**src/verilog/dea_regs.svh**
```systemverilog
// constants for the data eeprom access block
`ifndef DEA_REGS_SVH
`define DEA_REGS_SVH

// register selectors on the software write port
`define DEA_SEL_ADDR_LOW   3'h0
`define DEA_SEL_ADDR_HIGH  3'h1
`define DEA_SEL_DATA       3'h2
`define DEA_SEL_CONTROL    3'h3
`define DEA_SEL_UNLOCK     3'h4

// control register bit positions
`define DEA_CTL_PGD_BIT    7
`define DEA_CTL_CONFIG_SPACE_SELECT_BIT   6
`define DEA_CTL_WRITE_ENABLE_LATCH_BIT   2
`define DEA_CTL_WR_BIT     1
`define DEA_CTL_RD_BIT     0

// unlock key bytes
`define DEA_KEY_FIRST      8'h55
`define DEA_KEY_SECOND     8'hAA

// reset values
`define DEA_BYTE_RESET     8'h00

// write cycle timing
`define DEA_CLK_PERIOD_NS  25
`define DEA_WRITE_TIME_NS  2000
`define DEA_WRITE_CYCLES   ((`DEA_WRITE_TIME_NS + `DEA_CLK_PERIOD_NS - 1) / `DEA_CLK_PERIOD_NS)
`define DEA_CNT_W          8
`define DEA_MEM_DEPTH      256

`endif

```
**src/verilog/dea_pkg.sv**
```systemverilog
// types for the data eeprom access block
`include "dea_regs.svh"

package dea_pkg;

  // unlock sequence tracker, one-hot
  typedef enum logic [2:0] {
    DEA_SEQ_IDLE  = 3'b001,
    DEA_SEQ_KEY1  = 3'b010,
    DEA_SEQ_ARMED = 3'b100
  } dea_seq_t;

  // state of the access controller
  typedef struct packed {
    logic [7:0] addr_lo;
    logic [7:0] addr_hi;
    logic [7:0] data;
    logic       pgd;
    logic       config_space_select;
    logic       write_enable_latch;
    logic       wr;
    dea_seq_t   seq;
    logic       start;
    logic       flag;
    logic       commit;
  } dea_state_t;

  // state of the write cycle timer
  typedef struct packed {
    logic [`DEA_CNT_W-1:0] cnt;
    logic                  run;
    logic                  done;
  } dea_tmr_state_t;

endpackage

```
**src/verilog/dea_tmr_if.sv**
```systemverilog
// link between the access controller and its write cycle timer
`timescale 1ns/1ps

interface dea_tmr_if;
  logic start;
  logic done;

  modport ctrl (output start, input done);
  modport tmr  (input start, output done);
endinterface

```
**src/verilog/dea_write_timer.sv**
```systemverilog
// busy period timer for one eeprom write cycle
`timescale 1ns/1ps
`include "dea_regs.svh"

module dea_write_timer (
  input  wire logic clk_i,
  input  wire logic rst_n_i,
  dea_tmr_if.tmr    tmr
);

  dea_pkg::dea_tmr_state_t s_q;
  dea_pkg::dea_tmr_state_t s_d;

  // load on start, count down, one done pulse at the end
  always_comb
  begin
    s_d      = s_q;
    s_d.done = 1'b0;
    if (tmr.start)
    begin
      s_d.cnt = `DEA_CNT_W'(`DEA_WRITE_CYCLES - 1);
      s_d.run = 1'b1;
    end
    else if (s_q.run)
    begin
      if (s_q.cnt == '0)
      begin
        s_d.run  = 1'b0;
        s_d.done = 1'b1;
      end
      else
      begin
        s_d.cnt = s_q.cnt - `DEA_CNT_W'(1);
      end
    end
  end

  // state register
  always_ff @(posedge clk_i or negedge rst_n_i)
  begin
    if (!rst_n_i)
    begin
      s_q <= '0;
    end
    else
    begin
      s_q <= s_d;
    end
  end

  assign tmr.done = s_q.done;

endmodule

```
**src/verilog/dea_top.sv**
```systemverilog
// data eeprom access controller with unlock-protected writes
// What this block does
// read strobe loads addressed byte next cycle
// read byte held until next read/write
// software sets address and data first
// write needs 55h, 0AAh, then start bit
// software masks interrupts around unlock sequence
// writes accepted only with enable bit set
// hardware never clears the enable bit
// software keeps enable clear when idle
// registers frozen while write is busy
// start bit blocked while enable is clear
// enable and start together start nothing
// completion clears start, sets done flag
// done flag sticky until software clears
// software reads back to verify writes
// both space selects clear target eeprom
// write is a busy period, one end event
`timescale 1ns/1ps
`include "dea_regs.svh"

module dea_top (
  input  wire logic       clk_i,
  input  wire logic       rstn_i,
  input  wire logic       reg_wr_i,
  input  wire logic [2:0] reg_sel_i,
  input  wire logic [7:0] reg_wdata_i,
  input  wire logic       done_flag_clr_i,
  output logic      [7:0] nvm_addr_low_o,
  output logic      [7:0] nvm_addr_high_o,
  output logic      [7:0] nvm_data_reg_o,
  output logic      [7:0] nvm_control_reg_o,
  output logic            nvm_done_flag_o
);

  logic       rst_meta_q;
  logic       rst_n_q;
  logic [7:0] mem_q [`DEA_MEM_DEPTH];
  logic [7:0] mem_rdata;

  dea_pkg::dea_state_t s_q;
  dea_pkg::dea_state_t s_d;

  dea_tmr_if tmr_link ();

  // reset release through two flops
  always_ff @(posedge clk_i or negedge rstn_i)
  begin
    if (!rstn_i)
    begin
      rst_meta_q <= 1'b0;
      rst_n_q    <= 1'b0;
    end
    else
    begin
      rst_meta_q <= 1'b1;
      rst_n_q    <= rst_meta_q;
    end
  end

  // write cycle timer
  dea_write_timer u_timer (
    .clk_i   (clk_i),
    .rst_n_i (rst_n_q),
    .tmr     (tmr_link.tmr)
  );

  assign tmr_link.start = s_q.start;

  // the cell is written one edge after the busy period ends; a read on that
  // edge takes the byte from the data register instead of the stale cell
  assign mem_rdata = s_q.commit ? s_q.data : mem_q[s_q.addr_lo];

  // register writes, unlock tracking, read and completion handling
  always_comb
  begin
    logic sel_ctl;
    logic sel_unl;
    logic sel_alo;
    logic sel_ahi;
    logic sel_dat;
    logic key_first;
    logic key_second;
    logic start_ok;
    logic rd_req;
    logic eeprom_space;
    sel_ctl      = reg_wr_i && (reg_sel_i == `DEA_SEL_CONTROL);
    sel_unl      = reg_wr_i && (reg_sel_i == `DEA_SEL_UNLOCK);
    sel_alo      = reg_wr_i && (reg_sel_i == `DEA_SEL_ADDR_LOW);
    sel_ahi      = reg_wr_i && (reg_sel_i == `DEA_SEL_ADDR_HIGH);
    sel_dat      = reg_wr_i && (reg_sel_i == `DEA_SEL_DATA);
    key_first    = sel_unl && (reg_wdata_i == `DEA_KEY_FIRST);
    key_second   = sel_unl && (reg_wdata_i == `DEA_KEY_SECOND);
    eeprom_space = !reg_wdata_i[`DEA_CTL_PGD_BIT] && !reg_wdata_i[`DEA_CTL_CONFIG_SPACE_SELECT_BIT];
    start_ok     = reg_wdata_i[`DEA_CTL_WR_BIT] && s_q.write_enable_latch && eeprom_space;
    rd_req       = reg_wdata_i[`DEA_CTL_RD_BIT] && eeprom_space;
    s_d          = s_q;
    s_d.start    = 1'b0;
    s_d.commit   = 1'b0;

    if (!s_q.wr)
    begin
      // address and data are only writable while idle
      if (sel_alo)
      begin
        s_d.addr_lo = reg_wdata_i;
      end
      if (sel_ahi)
      begin
        s_d.addr_hi = reg_wdata_i;
      end
      if (sel_dat)
      begin
        s_d.data = reg_wdata_i;
      end

      // unlock sequence: any other write breaks it
      if (reg_wr_i)
      begin
        s_d.seq = dea_pkg::DEA_SEQ_IDLE;
      end
      if (key_first)
      begin
        s_d.seq = dea_pkg::DEA_SEQ_KEY1;
      end
      if (key_second && s_q.seq == dea_pkg::DEA_SEQ_KEY1)
      begin
        s_d.seq = dea_pkg::DEA_SEQ_ARMED;
      end

      if (sel_ctl)
      begin
        // enable bit changes only by software
        s_d.write_enable_latch = reg_wdata_i[`DEA_CTL_WRITE_ENABLE_LATCH_BIT];
        s_d.pgd  = reg_wdata_i[`DEA_CTL_PGD_BIT];
        s_d.config_space_select = reg_wdata_i[`DEA_CTL_CONFIG_SPACE_SELECT_BIT];
        // start needs armed sequence and enable set beforehand
        case (s_q.seq)
          dea_pkg::DEA_SEQ_ARMED:
          begin
            if (start_ok)
            begin
              s_d.wr    = 1'b1;
              s_d.start = 1'b1;
            end
          end
          dea_pkg::DEA_SEQ_IDLE,
          dea_pkg::DEA_SEQ_KEY1:
          begin
            s_d.wr = 1'b0;
          end
          default:
          begin
            s_d.seq = dea_pkg::DEA_SEQ_IDLE;
          end
        endcase
        // read strobe self-clears, byte lands next cycle
        if (rd_req)
        begin
          s_d.data = mem_rdata;
        end
      end
    end
    else if (tmr_link.done)
    begin
      // end of busy period
      s_d.wr     = 1'b0;
      s_d.commit = 1'b1;
    end

    // sticky completion flag, set wins over clear
    if (done_flag_clr_i)
    begin
      s_d.flag = 1'b0;
    end
    if (s_q.wr && tmr_link.done)
    begin
      s_d.flag = 1'b1;
    end
  end

  // state register
  always_ff @(posedge clk_i or negedge rst_n_q)
  begin
    if (!rst_n_q)
    begin
      s_q         <= '0;
      s_q.addr_lo <= `DEA_BYTE_RESET;
      s_q.addr_hi <= `DEA_BYTE_RESET;
      s_q.data    <= `DEA_BYTE_RESET;
      s_q.seq     <= dea_pkg::DEA_SEQ_IDLE;
    end
    else
    begin
      s_q <= s_d;
    end
  end

  // cell array, written once the busy period ends
  always_ff @(posedge clk_i)
  begin
    if (s_q.commit)
    begin
      mem_q[s_q.addr_lo] <= s_q.data;
    end
  end

  // outputs straight from the state flops
  assign nvm_addr_low_o    = s_q.addr_lo;
  assign nvm_addr_high_o   = s_q.addr_hi;
  assign nvm_data_reg_o    = s_q.data;
  assign nvm_done_flag_o   = s_q.flag;

  // control readback; unused bits and the self-clearing read strobe read as zero
  always_comb
  begin
    nvm_control_reg_o                    = `DEA_BYTE_RESET;
    nvm_control_reg_o[`DEA_CTL_PGD_BIT]  = s_q.pgd;
    nvm_control_reg_o[`DEA_CTL_CONFIG_SPACE_SELECT_BIT] = s_q.config_space_select;
    nvm_control_reg_o[`DEA_CTL_WRITE_ENABLE_LATCH_BIT] = s_q.write_enable_latch;
    nvm_control_reg_o[`DEA_CTL_WR_BIT]   = s_q.wr;
  end

endmodule

```
**config.mk**
```make
export PLATFORM = sky130hd
export DESIGN_NAME = dea_top
export DESIGN_NICKNAME = d
export VERILOG_FILES = /design/src/verilog/dea_pkg.sv /design/src/verilog/dea_tmr_if.sv /design/src/verilog/dea_write_timer.sv /design/src/verilog/dea_top.sv
export VERILOG_INCLUDE_DIRS = /design/src /design/src/verilog
export SDC_FILE = /design/constraint.sdc
export NUM_CORES = 2
export LEC_CHECK = 0
export BUFFER_PORTS_ARGS = -buffer_cell sky130_fd_sc_hd__buf_2
export CAP_MARGIN = 40
export CORE_ASPECT_RATIO = 0.7
export CORE_UTILIZATION = 27
export DETAILED_ROUTE_END_ITERATION = 10
export PLACE_DENSITY_LB_ADDON = 0.12
export SLEW_MARGIN = 20
export SYNTH_ARGS = -nofsm -noshare
export SYNTH_HDL_FRONTEND = slang
export SYNTH_HIERARCHICAL = 1
export SYNTH_SLANG_ARGS = --single-unit
```
**constraint.sdc**
```tcl
create_clock -name clk_i -period 10.83 [get_ports clk_i]
set_input_delay 2.166 -clock clk_i [delete_from_list [all_inputs] [get_ports clk_i]]
set_output_delay 2.166 -clock clk_i [all_outputs]
set_load 0.02 [all_outputs]
```
### Word-level counts from Yosys, hierarchy flattened

Memories as Yosys holds them, arrays and structs flattened.
Cells that the tools add are included.

| storage, ports and cells | value |
|---|---|
| memory bits (writable) | 2048 |
| logic and storage cells | 79 |
| register bits after elaboration | 46 |
| output and inout bits | 33 |
| memories kept | 1 |

Memory list:

| name | words | bits a word | read ports | clocked after memory_dff | write ports | RTL line | RTL |
|---|---|---|---|---|---|---|---|
| mem_q | 256 | 8 | 1 | 0 | 1 | dea_top.sv:38 | `` logic [7:0] mem_q [`DEA_MEM_DEPTH]; `` |

| cells by class | value |
|---|---|
| multiplexer cells | 24 |
| bitwise logic cells | 1 |
| reductions and logical operators | 25 |
| eq/ne operators | 11 |
| add/subtract/negate cells | 1 |

Operator list:

| cell | count |
|---|---|
| $mux W8 | 4 |
| $mux W16 | 1 |
| $logic_and A1 B1 Y1 | 13 |
| $mux W1 | 12 |
| $mux W3 | 4 |
| $mux W10 | 1 |
| $reduce_and A2 Y1 | 5 |
| $eq A3 B2 Y1 const B | 3 |
| $mux W9 | 1 |
| $eq A8 B7 Y1 const B | 1 |
| $eq A8 B8 Y1 const B | 1 |
| $logic_not A8 Y1 | 1 |
| $sub A8 B1 Y8 const B | 1 |
| $eq A3 B1 Y1 const B | 2 |
| $eq A3 B3 Y1 const B | 2 |
| $reduce_bool A2 Y1 | 2 |
| $logic_not A3 Y1 | 1 |
| $ne A3 B3 Y1 const B | 1 |
| $reduce_or A3 Y1 | 1 |
| $logic_not A1 Y1 | 2 |
| $mux W2 | 1 |
| $ne A2 B2 Y1 const B | 1 |
| $not A1 Y1 | 1 |

### Depth between registers and ports, before layout

| logic depth | value |
|---|---|
| depth in word-level cells | 8 |
| depth in mapped cells | 13 |
| mapped depth without buffers | 7 |

### Modules after synthesis

The synthesis kept the hierarchy.

By module, submodules not included:

| module | seq. area each (um2) | cells an instance | area each (um2) | times used |
|---|---|---|---|---|
| dea_top | 62401.1 | 3965 | 81589.5 | 1 |
| dea_write_timer | 250.2 | 52 | 540.5 | 1 |

### Worst setup path before layout

No wires, ideal clock.

| path | value |
|---|---|
| kind | register to output |
| start | register s_q (netlist bit nvm_data_reg_o[0]) |
| end | output port nvm_data_reg_o[0] |
| data arrival time | 3693 ps |
| path slack | 4971 ps |
| buffers on the path | 1 |
| stages on the path, launching flop included | 2 |
| cell sequence | dfrtp_1 > buf_4 |

RTL lines:

| what | RTL line | RTL |
|---|---|---|
| start, declared | dea_top.sv:41 | `dea_pkg::dea_state_t s_q;` |
| end, declared | dea_top.sv:31 | `output logic [7:0] nvm_data_reg_o,` |

No word-level cell between the ends.

### Worst setup path in the final report

| path | value |
|---|---|
| start | register s_q (netlist bit nvm_addr_low_o[3]) |
| end | output port nvm_addr_low_o[3] |

RTL lines:

| what | RTL line | RTL |
|---|---|---|
| end, declared | dea_top.sv:29 | `output logic [7:0] nvm_addr_low_o,` |

No word-level cell between the ends.

==> summary.txt <==
Place
  • Placer congestion estimate: 0.808
  • Port buffer count: 43
  • Placed cells: 8173
  • Placed instance area: 0.0891 mm²
  • Post-detailed-placement half-perimeter wirelength: 188 mm

Global routing
  • Initial antenna violation count: 26
  • Largest net degree at the start of global routing: 142
  • Total track usage: 18.5%
  • First-pass GRT wire length: 391 mm
  • Total grt overflow: 0
  • Vias in the first global route: 42900

Synthesis
  • Post-Syn Area per Cell: 20.4 µm²
  • Most used DFF post-synth: edfxtp_1
  • Register area share after synthesis: 76.3%
  • Synthesized area: 0.0821 mm²
  • Area share of the largest cell type after synthesis: 74.9%
  • Syn Inst Count: 4017
  • #FFs+latches synth: 2094
  • Asr flop ratio synth: 2.20%
  • Leading area contributor after synthesis: edfxtp_1
  • Top cells by area, synth: edfxtp_1, mux4_2, mux2i_1
  • Distinct cells, synth: 72
  • EDFF count, synth: 2048
  • Total number of yosys warnings: 6

Pwr
  • Clock network power share: 45.1%
  • LEAKAGE: 0.0347 µW
  • Switching share of power: 20.2%
  • Combinational Power Share: 0.4%
  • Psw: 3250 µW
  • Peak VDD IR: 0.104 mV
  • Sequential power share: 54.5%
  • Power Internal: 12800 µW
  • Power per cell area: 167 mW/mm²

Clocking
  • Total CTS buffers: 214
  • Clock root buffer: clkbuf_16
  • Clk pin slew, worst setup/hold paths: 0.07 ns
  • Clk Latency, worst-skew pair: 0.88 ns
  • Post-CTS setup buffers: 0
  • Clock Tree Buf Depth: 4
  • Number of hold buffers added after cts: 0
  • Clock Sinks: 2094
  • Resized Gates After CTS: 0
  • H-tree lvl count: 4
  • CTS tree: built

Timing
  • RSZ-0062 raised after global routing: no
  • Final setup vio count: 0
  • Fin crit share: 50.9%
  • Slew at the pin closest to its max-slew limit: 1.34 ns
  • Worst relative slew slack: 10.6%
  • Final hold vios: 0
  • Min cycle time layout: 5.52 ns
  • Final Skew: 0.0647 ns
  • Fmax achieved: 0.181 GHz
  • Final Slew Violations: 0
  • Setup TNS: 0 ns

Hold path
  • Hold Path Class: reg -> async

Routing
  • Routed wire length: 288 mm
  • DRC viols: 0
  • Vias per inst: 5.03
  • 1st-pass router iterations: 5
  • Wire length per cell: 33.6 µm
  • Vias: 43200
  • Post-route ant nets: 0
  • Iteration-0 DRC count of the detailed router: 4893

Critical path
  • CP max FO: 40
  • Startpoint Class: flop
  • Required @ worst endpoint: 8.66 ns
  • Arrival time worst endpoint: 3.35 ns
  • Critical Path End Type: primary output
  • Crit path kind: reg -> out

Final layout
  • FILL cells: 29000
  • Share of layout cells above drive strength 1: 28.5%
  • Most common cell after layout, fill and taps aside: edfxtp_1
  • Final Cell Area: 0.0961 mm²
  • Most frequent cells in the layout: edfxtp_1, mux4_2, buf_4, nor2_1, clkbuf_16
  • Non-filler cells, final: 8585
  • # nets final: 4420
  • Area growth syn-to-layout: 17.0%

Floorplanning
  • Die Span X: 661 µm
  • Initial Util: 27.1%
  • Num rows: 169
  • Top-level I/O count: 48
  • CORE AREA: 0.303 mm²
  • Die height: 463 µm
  • Die area: 0.306 mm²

Job
  • # Max-Cap Violations: 0

Status
  • Status: finished clean
## worst max-delay path: stages (launching register included)
cell	delay [ns]
dfrtp_4	0.68
buf_4	0.70
buf_4	0.67
buf_2	0.35
## state kept, by name, indices dropped and copies added, names as in the netlist
| name | count |
|---|---|
| mem_q | 2048 |
| u_timer/s_q | 9 |
| nvm_addr_high_o | 8 |
| nvm_addr_low_o | 8 |
| nvm_data_reg_o | 8 |
| nvm_control_reg_o | 4 |
| s_q | 4 |
| nvm_done_flag_o | 1 |
| rst_meta_q | 1 |
| rst_n_q | 1 |
| tmr_link.start | 1 |
| u_timer/tmr.done | 1 |
## kinds of logic (layout without fill, tap and decap cells)
| kind of cell | after synthesis | after routing | share of synthesized area, % |
|---|---|---|---|
| flip-flops | 2094 | 2094 | 76.3 |
| multiplexers | 659 | 659 | 15.1 |
| AND/OR/NAND/NOR | 617 | 617 | 3.49 |
| AO/OA/AOI/OAI | 359 | 359 | 3.09 |
| buffers and inverters | 283 | 828 | 2.04 |
| adder cells (fa/ha/maj) | 2 | 2 | 0.0305 |
| other | 2 | 7 | 0.00914 |
| XOR/XNOR | 1 | 1 | 0.0107 |
## Yosys cell counts, types with 45 or more instances
library cell,number
edfxtp_1,2048
mux4_2,458
nor2_1,254
mux2i_1,172
nand2_1,113
buf_4,93
clkbuf_1,73
a22oi_1,65
nor3_1,65
buf_2,64
nand3_1,53
a21oi_1,45
dfrtp_1,45
o22ai_1,45
## path summary, 6_finish.rpt
kind / start / endpoint / slack [ns] / cells past startpoint
max in group asynchronous: rstn_i / rst_n_q / 9.66 / 1
min: rst_n_q / nvm_addr_high_o[3] / 0.17 / 1
max: nvm_addr_low_o[3] / nvm_addr_low_o[3] / 5.31 / 3
max reg2reg: nvm_addr_low_o[1] / nvm_data_reg_o[0] / 5.39 / 8
min reg2reg: rst_n_q / nvm_addr_high_o[3] / 0.17 / 1
min in group clk_i: rst_meta_q / rst_n_q / 0.35 / 0
## power groups by stage
stage                     clock [µW]  sequential, µW  combinational (µW)
after floorplan                    0            8950                29.1
after global placement             0            8940                55.2
after detailed placement           0            8940                56.0
after CTS                       7430            8770                56.2
after global routing            7720            8760                62.7
final                           7260            8770                57.3
## metrics by stage
stage               hold slack, ns  setup slack (ns)  total power (µW)  utilization [%]
finish                       0.165              5.31             16100             31.7
global route                 0.201              5.23             16500             31.7
CTS                          0.353              5.20             16300             31.6
detailed placement           0.339              5.52              9000             29.4
global placement             0.338              4.94              9000             28.9
floorplan                    0.331              4.97              8970                -
## metal layers
| layer | global-route usage (%) | share of wire (%) |
|---|---|---|
| met1 | 29.3 | 50 |
| met3 | 3.36 | 6.5 |
| met2 | 26.2 | 42 |
| met4 | 3.53 | 1.9 |
| met5 | 0 | 0.014 |
## layout make-up
type / count / area [µm²] / area share (%)
Clock inverter: 97 / 843 / 0.878
Sequential cell: 2094 / 62700 / 65.3
Antenna cell: 2 / 5.00 / 0.00521
Timing Repair Buffer: 435 / 3600 / 3.74
Inverter: 15 / 60.1 / 0.0625
Multi-Input combinational cell: 1643 / 18100 / 18.8
Clock buffer: 281 / 5750 / 5.98
Tap cell: 4018 / 5030 / 5.23
(Power assumes the default switching activity.)
